[config.mk]
export PLATFORM = sky130hd
export DESIGN_NAME = nirq_core
export DESIGN_NICKNAME = d
export VERILOG_FILES = /design/src/rtl/nirq_pkg.sv /design/src/rtl/nirq_core.sv
export VERILOG_INCLUDE_DIRS = /design/src /design/src/rtl
export SDC_FILE = /design/constraint.sdc
export NUM_CORES = 1
export LEC_CHECK = 0
export BUFFER_PORTS_ARGS = -buffer_cell sky130_fd_sc_hd__buf_4
export CORE_AREA = 2 2 51 73
export DETAILED_ROUTE_END_ITERATION = 7
export DIE_AREA = 0 0 53 75
export MAX_ROUTING_LAYER = met4
export PLACE_DENSITY = 0.82
export SYNTH_ARGS = -nofsm -noshare
export SYNTH_HDL_FRONTEND = slang
export SYNTH_SLANG_ARGS = --single-unit
[constraint.sdc]
create_clock -name core_clk -period 3.38 [get_ports core_clk]
set_clock_uncertainty 0.05 [all_clocks]
set_input_delay 0.338 -clock core_clk [delete_from_list [all_inputs] [get_ports core_clk]]
set_output_delay 0.338 -clock core_clk [all_outputs]
set_load 0.05 [all_outputs]
[src/rtl/nirq_consts.svh]
// Purpose: offsets, field positions, reset values of the interrupt logic registers
// Assumes: 6-bit register index on the host register port
// Notes: included by the design file only
`ifndef NIRQ_CONSTS_SVH
`define NIRQ_CONSTS_SVH
`define NIRQ_ADDR_COMM_ENABLE 6'h02
`define NIRQ_ADDR_MISC_ENABLE 6'h03
`define NIRQ_ADDR_COMM_REQUEST 6'h04
`define NIRQ_ADDR_MISC_REQUEST 6'h05
`define NIRQ_RST_COMM_ENABLE 8'h80
`define NIRQ_RST_MISC_ENABLE 8'h00
`define NIRQ_RST_COMM_REQUEST 7'h14
`define NIRQ_BIT_SET_CLEAR 7
`define NIRQ_BIT_INVERT 7
`define NIRQ_BIT_DRIVE 7
`define NIRQ_MISC_MASK 5'h1f
`endif

[src/rtl/nirq_pkg.sv]
// Purpose: types shared by the interrupt logic
// Assumes: nothing
// Notes: constants live in nirq_consts.svh
package nirq_pkg;
  typedef logic [6:0] nirq_comm_t;
  typedef logic [4:0] nirq_misc_t;
endpackage : nirq_pkg

[src/rtl/nirq_core.sv]
// Purpose: interrupt request / enable registers and interrupt pin driver
// Assumes: event inputs are one-cycle pulses on core_clk; live levels are synchronous
// Notes: secure_link_input is a pin and is synchronised here
//   register reads are combinational on the addressed index
//   a hardware event in the cycle of a host clear leaves the flag set
//   open-drain mode never drives the pin high; the line needs a pull-up
`timescale 1ns/10ps
`include "nirq_consts.svh"
module nirq_core (
  input wire logic core_clk,
  input wire logic rst_n,
  input wire logic [5:0] reg_addr,
  input wire logic reg_wr,
  input wire logic [7:0] reg_wdata,
  output logic [7:0] reg_rdata,
  input wire logic tx_last_bit_sent,
  input wire logic rx_stream_end,
  input wire logic rx_no_fault_option,
  input wire logic fifo_not_empty,
  input wire logic cmd_self_end,
  input wire logic cmd_unknown_start,
  input wire logic fifo_high_live,
  input wire logic fifo_low_live,
  input wire logic [7:0] error_bits,
  input wire logic countdown_zero,
  input wire logic secure_link_input,
  input wire logic mode_detected,
  input wire logic checksum_active,
  input wire logic checksum_all_done,
  input wire logic field_present,
  output logic cmd_force_idle,
  output logic irq_status,
  output logic irq_pin_out,
  output logic irq_pin_oe
);
  import nirq_pkg::*;

  // ****************************************
  // registers
  // ****************************************
  nirq_pkg::nirq_comm_t comm_irq_request, next_comm_irq_request;
  nirq_pkg::nirq_misc_t misc_irq_request, next_misc_irq_request;
  logic [7:0] comm_irq_enable, next_comm_irq_enable;
  logic [7:0] misc_irq_enable, next_misc_irq_enable;
  logic [2:0] sig_sync, next_sig_sync;
  logic sig_stable, next_sig_stable;
  logic field_prev, next_field_prev;
  logic high_prev, next_high_prev;
  logic low_prev, next_low_prev;
  logic [1:0] sig_fill, next_sig_fill;
  logic field_started, next_field_started;

  logic pin_polarity_invert;
  logic pin_drive_select;
  logic comm_set_clear_select;
  logic misc_set_clear_select;
  nirq_pkg::nirq_comm_t comm_events;
  nirq_pkg::nirq_misc_t misc_events;
  logic sig_edge;
  logic wr_comm_req;
  logic wr_misc_req;
  logic wr_comm_en;
  logic wr_misc_en;
  logic sig_armed;

  assign pin_polarity_invert = comm_irq_enable[`NIRQ_BIT_INVERT];
  assign pin_drive_select = misc_irq_enable[`NIRQ_BIT_DRIVE];
  assign comm_set_clear_select = reg_wdata[`NIRQ_BIT_SET_CLEAR];
  assign misc_set_clear_select = reg_wdata[`NIRQ_BIT_SET_CLEAR];
  assign wr_comm_req = reg_wr && (reg_addr == `NIRQ_ADDR_COMM_REQUEST);
  assign wr_misc_req = reg_wr && (reg_addr == `NIRQ_ADDR_MISC_REQUEST);
  assign wr_comm_en = reg_wr && (reg_addr == `NIRQ_ADDR_COMM_ENABLE);
  assign wr_misc_en = reg_wr && (reg_addr == `NIRQ_ADDR_MISC_ENABLE);
  assign sig_armed = (sig_fill == 2'h3);
  assign cmd_force_idle = cmd_unknown_start;

  // ****************************************
  // named fields of the registers
  // ****************************************
  // aliases keep the gating terms readable against the bit map
  logic tx_done_enable;
  logic rx_done_enable;
  logic cmd_end_enable;
  logic fifo_high_enable;
  logic fifo_low_enable;
  logic fault_enable;
  logic countdown_enable;
  logic sig_input_enable;
  logic mode_detect_enable;
  logic checksum_done_enable;
  logic field_on_enable;
  logic field_off_enable;

  logic tx_done_flag;
  logic rx_done_flag;
  logic cmd_end_flag;
  logic fifo_high_flag;
  logic fifo_low_flag;
  logic fault_flag;
  logic countdown_flag;
  logic sig_input_flag;
  logic mode_detect_flag;
  logic checksum_done_flag;
  logic field_on_flag;
  logic field_off_flag;

  logic [11:0] gated_requests;

  // comm enable fields
  assign tx_done_enable = comm_irq_enable[6];
  assign rx_done_enable = comm_irq_enable[5];
  assign cmd_end_enable = comm_irq_enable[4];
  assign fifo_high_enable = comm_irq_enable[3];
  assign fifo_low_enable = comm_irq_enable[2];
  assign fault_enable = comm_irq_enable[1];
  assign countdown_enable = comm_irq_enable[0];

  // misc enable fields
  assign sig_input_enable = misc_irq_enable[4];
  assign mode_detect_enable = misc_irq_enable[3];
  assign checksum_done_enable = misc_irq_enable[2];
  assign field_on_enable = misc_irq_enable[1];
  assign field_off_enable = misc_irq_enable[0];

  // comm request flags
  assign tx_done_flag = comm_irq_request[6];
  assign rx_done_flag = comm_irq_request[5];
  assign cmd_end_flag = comm_irq_request[4];
  assign fifo_high_flag = comm_irq_request[3];
  assign fifo_low_flag = comm_irq_request[2];
  assign fault_flag = comm_irq_request[1];
  assign countdown_flag = comm_irq_request[0];

  // misc request flags
  assign sig_input_flag = misc_irq_request[4];
  assign mode_detect_flag = misc_irq_request[3];
  assign checksum_done_flag = misc_irq_request[2];
  assign field_on_flag = misc_irq_request[1];
  assign field_off_flag = misc_irq_request[0];

  // each request reaches the pin only through its own enable
  assign gated_requests[11] = tx_done_flag & tx_done_enable;
  assign gated_requests[10] = rx_done_flag & rx_done_enable;
  assign gated_requests[9] = cmd_end_flag & cmd_end_enable;
  assign gated_requests[8] = fifo_high_flag & fifo_high_enable;
  assign gated_requests[7] = fifo_low_flag & fifo_low_enable;
  assign gated_requests[6] = fault_flag & fault_enable;
  assign gated_requests[5] = countdown_flag & countdown_enable;
  assign gated_requests[4] = sig_input_flag & sig_input_enable;
  assign gated_requests[3] = mode_detect_flag & mode_detect_enable;
  assign gated_requests[2] = checksum_done_flag & checksum_done_enable;
  assign gated_requests[1] = field_on_flag & field_on_enable;
  assign gated_requests[0] = field_off_flag & field_off_enable;

  // ****************************************
  // event sources
  // ****************************************
  always_comb begin
    comm_events[6] = tx_last_bit_sent;
    comm_events[5] = rx_stream_end && (!rx_no_fault_option || fifo_not_empty);
    comm_events[4] = cmd_self_end || cmd_unknown_start;
    // alert flags latch on the rising edge of the live level
    comm_events[3] = fifo_high_live && !high_prev;
    comm_events[2] = fifo_low_live && !low_prev;
    comm_events[1] = |error_bits;
    comm_events[0] = countdown_zero;
    sig_edge = sig_armed && (sig_sync[2] == sig_sync[1]) && (sig_sync[1] != sig_stable);
    misc_events[4] = sig_edge;
    misc_events[3] = mode_detected;
    misc_events[2] = checksum_active && checksum_all_done;
    // field history is not valid in the first cycle after reset
    misc_events[1] = field_started && field_present && !field_prev;
    misc_events[0] = field_started && !field_present && field_prev;
  end

  // ****************************************
  // next state
  // ****************************************
  always_comb begin
    next_comm_irq_enable = comm_irq_enable;
    next_misc_irq_enable = misc_irq_enable;
    next_comm_irq_request = comm_irq_request;
    next_misc_irq_request = misc_irq_request;
    if (wr_comm_en) begin
      next_comm_irq_enable = reg_wdata;
    end
    if (wr_misc_en) begin
      next_misc_irq_enable = reg_wdata & {1'b1, 2'b00, `NIRQ_MISC_MASK};
    end
    if (wr_comm_req) begin
      if (comm_set_clear_select) begin
        next_comm_irq_request = comm_irq_request | reg_wdata[6:0];
      end else begin
        next_comm_irq_request = comm_irq_request & ~reg_wdata[6:0];
      end
    end
    if (wr_misc_req) begin
      if (misc_set_clear_select) begin
        next_misc_irq_request = misc_irq_request | reg_wdata[4:0];
      end else begin
        next_misc_irq_request = misc_irq_request & ~reg_wdata[4:0];
      end
    end
    // hardware set wins over a same-cycle clear
    next_comm_irq_request = next_comm_irq_request | comm_events;
    next_misc_irq_request = next_misc_irq_request | misc_events;
  end

  always_ff @(posedge core_clk) begin
    if (!rst_n) begin
      comm_irq_enable <= `NIRQ_RST_COMM_ENABLE;
      misc_irq_enable <= `NIRQ_RST_MISC_ENABLE;
      comm_irq_request <= `NIRQ_RST_COMM_REQUEST;
      misc_irq_request <= 5'h0_0;
    end else begin
      comm_irq_enable <= next_comm_irq_enable;
      misc_irq_enable <= next_misc_irq_enable;
      comm_irq_request <= next_comm_irq_request;
      misc_irq_request <= next_misc_irq_request;
    end
  end

  // ****************************************
  // input history
  // ****************************************
  always_comb begin
    next_sig_sync = {sig_sync[1:0], secure_link_input};
    // until the pipe holds real pin samples the stable level tracks it, so reset makes no false edge
    next_sig_stable = (!sig_armed || (sig_sync[2] == sig_sync[1])) ? sig_sync[1] : sig_stable;
    next_sig_fill = sig_armed ? sig_fill : sig_fill + 2'h1;
    next_field_prev = field_present;
    next_field_started = 1'b1;
    next_high_prev = fifo_high_live;
    next_low_prev = fifo_low_live;
  end

  always_ff @(posedge core_clk) begin
    if (!rst_n) begin
      sig_sync <= 3'h0;
      sig_stable <= 1'b0;
      sig_fill <= 2'h0;
      field_prev <= 1'b0;
      field_started <= 1'b0;
      high_prev <= 1'b0;
      low_prev <= 1'b0;
    end else begin
      sig_sync <= next_sig_sync;
      sig_stable <= next_sig_stable;
      sig_fill <= next_sig_fill;
      field_prev <= next_field_prev;
      field_started <= next_field_started;
      high_prev <= next_high_prev;
      low_prev <= next_low_prev;
    end
  end

  // ****************************************
  // read back and pin
  // ****************************************
  always_comb begin
    unique case (reg_addr)
      `NIRQ_ADDR_COMM_ENABLE: reg_rdata = comm_irq_enable;
      `NIRQ_ADDR_MISC_ENABLE: reg_rdata = misc_irq_enable;
      `NIRQ_ADDR_COMM_REQUEST: reg_rdata = {1'b0, comm_irq_request};
      `NIRQ_ADDR_MISC_REQUEST: reg_rdata = {3'b000, misc_irq_request};
      // unmapped indices read zero
      default: reg_rdata = 8'h00;
    endcase
  end

  logic pin_level;
  always_comb begin
    irq_status = |gated_requests;
    pin_level = irq_status ^ pin_polarity_invert;
    irq_pin_out = pin_level;
    // open drain: only a low level is driven, a high level is left to the pull-up
    irq_pin_oe = pin_drive_select | !pin_level;
  end
endmodule : nirq_core

# Word level (Yosys, flattened, before mapping)
# Index checks and enable logic that the tools add are counted.
# totals
register_bits	36
output_inout_bits	12
# classes
n_addsub	1
n_eq_ne	7
n_mux	6
n_bitwise	22
reduce_logical	26
# ops
operator	count
case mux 8 bit (4 select lines)	1
logical AND 1 bit	14
2-to-1 mux 7 bit	2
bitwise OR 7 bit	2
bitwise AND 1 bit	12
== test 6 x 2 -> 1 bit (second input constant)	2
== test 6 x 3 -> 1 bit (second input constant)	2
OR reduction 12 bit	1
2-to-1 mux 5 bit	2
bitwise OR 5 bit	2
OR reduction 8 bit	1
bitwise AND 7 bit	1
zero test 1 bit	7
inverter 7 bit	1
bitwise AND 5 bit	1
inverter 5 bit	1
logical OR 1 bit	3
adder 2 x 1 -> 2 bit (second input constant)	1
== test 2 bit (second input constant)	1
== test 1 bit	1
2-to-1 mux 1 bit	1
inequality test 1 bit	1
bitwise OR 1 bit	1
bitwise XOR 1 bit	1

# Depth between registers and ports, before layout
# logic_depth
depth_word	5
depth_mapped	7

# Worst setup path after synthesis
# OpenSTA, ideal clock, no wires.
# synth_timing
path_kind	in2out
startpoint	input port reg_addr[5]
endpoint	output port reg_rdata[0]
arrival_time_ns	1.968
slack_ns	1.024
cell_stages	4
path_cell_list	or3_4 -> or2_2 -> clkbuf_1 -> o22ai_1
# synth_between
elab_chain_cells	2
elab_cells_between_ends	5
# synth_rtl
element	line_no	text
from (decl)	nirq_core.sv:12	input wire logic [5:0] reg_addr,
== test 6 x 3 -> 1 bit or == test 6 x 2 -> 1 bit (tied branches)	nirq_core.sv:261	unique case (reg_addr)
case mux 8 bit (4 select lines) *	nirq_core.sv:261	
to (decl)	nirq_core.sv:15	output logic [7:0] reg_rdata,
# Mark *: on every way between the ends. The rest lies on a longest branch, timed or not.

# Final worst setup path
# layout_timing
startpoint	register comm_irq_request[1]
endpoint	output port irq_pin_oe
# layout_between
elab_chain_cells	5
# layout_rtl
element	line_no	text
from (decl)	nirq_core.sv:41	nirq_pkg::nirq_comm_t comm_irq_request, next_comm_irq_request;
from (signal assigned)	nirq_core.sv:213	comm_irq_request <= `NIRQ_RST_COMM_REQUEST;
from (signal assigned)	nirq_core.sv:218	comm_irq_request <= next_comm_irq_request;
bitwise AND 1 bit	nirq_core.sv:147	assign gated_requests[6] = fault_flag & fault_enable;
OR reduction 12 bit	nirq_core.sv:273	irq_status = |gated_requests;
bitwise XOR 1 bit	nirq_core.sv:274	pin_level = irq_status ^ pin_polarity_invert;
zero test 1 bit	nirq_core.sv:277	irq_pin_oe = pin_drive_select | !pin_level;
bitwise OR 1 bit	nirq_core.sv:277	
to (decl)	nirq_core.sv:34	output logic irq_pin_oe
# Every way passes these cells.

==> reports/results.ini <==
[clock_tree]
holdBufCountCts=0
worstSkewPairLatency_ns=0.28
clock-sinks=36
post_cts_buffers=0
cts_tree=built
cts_resized=0
numCtsBuffers=5
clock_path_buffers=2
clk_pin_slew_ns=0.07
htree_num_levels=2
root_buffer=clkbuf_8

[synth]
syn_inst=192
ys_seq_area_share_pct=40.6
yosysWarnings=0
async_flop_share_pct=0
synth-edff-count=0
avgSynthCellArea_um2=9.23
synth_ff_type=dfxtp_1
synth_fp_nets=232
netlist_area_um2=1770
synth.distinct_cells=42
ys_seq_elements=36

[final_layout]
diodes=0
fin_nets=279
areaGrowthSynthToFinish_pct=28.4
drive_gt1_share_pct=27.1
nFillCells=281

[run]
max-cap-violations=0

[worst_hold_path]
hp-class=in2reg

[placement]
post-place-ws_ns=1.30
hpwl_um=3150
gp_congestion=0.746
numPortBuffers=50

[global_route]
grt.overflow.total=0
first_global_vias=1578
grt_first_pass_wirelength_um=7110
grt_max_degree=27
antenna_found_initial=0
grt_usage_pct=25.1

[floorplan]
die-area_um2=3980
io_pins=51
core_area_um2=3280
die_h_um=75
dieWidth_um=53
rows=25
start_util_pct=54.0

[sta]
drv_slew=0
fin_crit_sh_pct=66.3
rsz0062_at_grt=false
fin_crit_ns=2.24
layout_setup_ws_ns=1.14
tightest_slew_ns=0.724
fin_setup_tns_ns=0
slew_headroom_pct=51.5
fmax_ghz=0.446
setup_viol=0
finalHoldViolCount=0

[setup_path]
cp_data_required_time_ns=2.99
crit_fanout=3
cp-start-kind=register
end_kind=output port
path_class=reg2out
arrival_ns=1.85

[power]
leakage_nw=1.07
power_uw=979
vdd_ir_drop_max_uv=543
powerDensity_nw_per_um2=430

[drt]
wirelength_um=4280
ant_nets=0
viasPerCell=5.69
drt-pass1-iter-count=4
drc=0
dr.first_iter.drc_count=37
wl_per_cell_um=15.3
vias=1592

[run_status]
outcome=completed

==> flip-flops by register name, summed over array words and instances, names as in the netlist <==
signal / cells
comm_irq_enable: 8
comm_irq_request: 7
field_prev: 1
field_started: 1
high_prev: 1
low_prev: 1
misc_irq_enable: 6
misc_irq_request: 5
sig_fill: 2
sig_stable: 1
sig_sync: 3
==> layout make-up <==
cell class	count	area, µm²	area share, %
clock buffer	7	96.3	4.23
clock inverter	1	30.0	1.32
inverter	4	15.0	0.659
multi-input combinational	140	975	42.8
sequential	36	721	31.6
tap	40	50.0	2.20
timing repair buffer	52	390	17.1
==> per-layer routing <==
metal | up-vias | global-route usage (%) | share of wire, %
met1 | 748 | 28.1 | 42
li1 | 786 | - | -
met2 | 53 | 44.0 | 51
met5 | - | - | 0
met3 | 5 | 5.16 | 6.0
met4 | 0 | 8.26 | 1.1
==> cell families after synthesis <==
family	after synthesis	synth area share [%]
multiplexers	35	19.8
XOR/XNOR	2	0.988
AO/OA/AOI/OAI	28	10.6
buffers and inverters	16	4.38
adder cells (fa/ha/maj)	1	0.706
flip-flops	36	40.6
AND/OR/NAND/NOR	74	22.9
==> Yosys cell counts, drive strengths merged (2+ instances only) <==
master  count  share of area (%)
a211oi      3                1.3
nor2b       3                1.2
a21oi       7                2.0
nor4        2               0.71
o21ai       3               0.85
nand3       9                2.5
a32oi       2               0.99
clkbuf      5                1.1
nand4       6                2.1
nand2       6                1.3
nand2b      2               0.71
inv         3               0.64
dfxtp      36                 41
buf         7                2.5
mux2i      35                 20
a221oi      3                1.5
nor2       24                5.1
nand3b      2               0.85
o22ai       5                1.8
nor3        5                2.0
a22o        3                1.5
and2        6                2.1
==> final timing paths <==
| kind | slack (ns) | endpoint | startpoint | cells after the start |
|---|---|---|---|---|
| max | 1.14 | irq_pin_oe | comm_irq_request[1]$_SDFF_PN0_ | 5 |
| min | 0.20 | field_started$_DFF_P_ | rst_n | 1 |
| min reg2reg | 0.38 | sig_sync[1]$_SDFF_PN0_ | sig_sync[0]$_SDFF_PN0_ | 1 |
| max reg2reg | 2.25 | sig_stable$_SDFFE_PN0P_ | sig_fill[0]$_SDFFE_PN0N_ | 4 |
==> cells in the final DEF (no fill, tap or decap), drive strengths merged, types with 2 or more instances in the layout <==
master	n
buf	52
dfxtp	36
mux2i	35
nor2	24
nand3	9
a21oi	7
clkbuf	7
nand2	6
and2	6
nand4	6
o22ai	5
nor3	5
a22o	3
a221oi	3
inv	3
o21ai	3
a211oi	3
nor2b	3
a32oi	2
nand2b	2
nor4	2
nand3b	2
==> metrics by stage <==
stage	hold slack, ns	util [%]	std cells	area [µm²]
5_1_grt	0.213	69.3	280	2280
4_1_cts	0.202	69.3	280	2280
3_3_place_gp	0.360	65.5	272	2150
6_report	0.200	69.3	280	2280
3_5_place_dp	0.367	65.5	272	2150
2_1_floorplan	0.316	-	192	1770
==> power breakdown <==
| part | internal (mW) | leakage, nW | switching (mW) |
|---|---|---|---|
| clock | 0.260 | 0.0645 | 0.145 |
| combinational | 0.0598 | 0.710 | 0.0604 |
| sequential | 0.442 | 0.295 | 0.0120 |
==> critical path, stage by stage (launching register included) <==
cell and delay (ns):
dfxtp_1 0.33, a22o_1 0.23, a221oi_1 0.25, and3_1 0.30, mux2i_1 0.23, buf_4 0.22
Power figures use the tool's default switching activity.
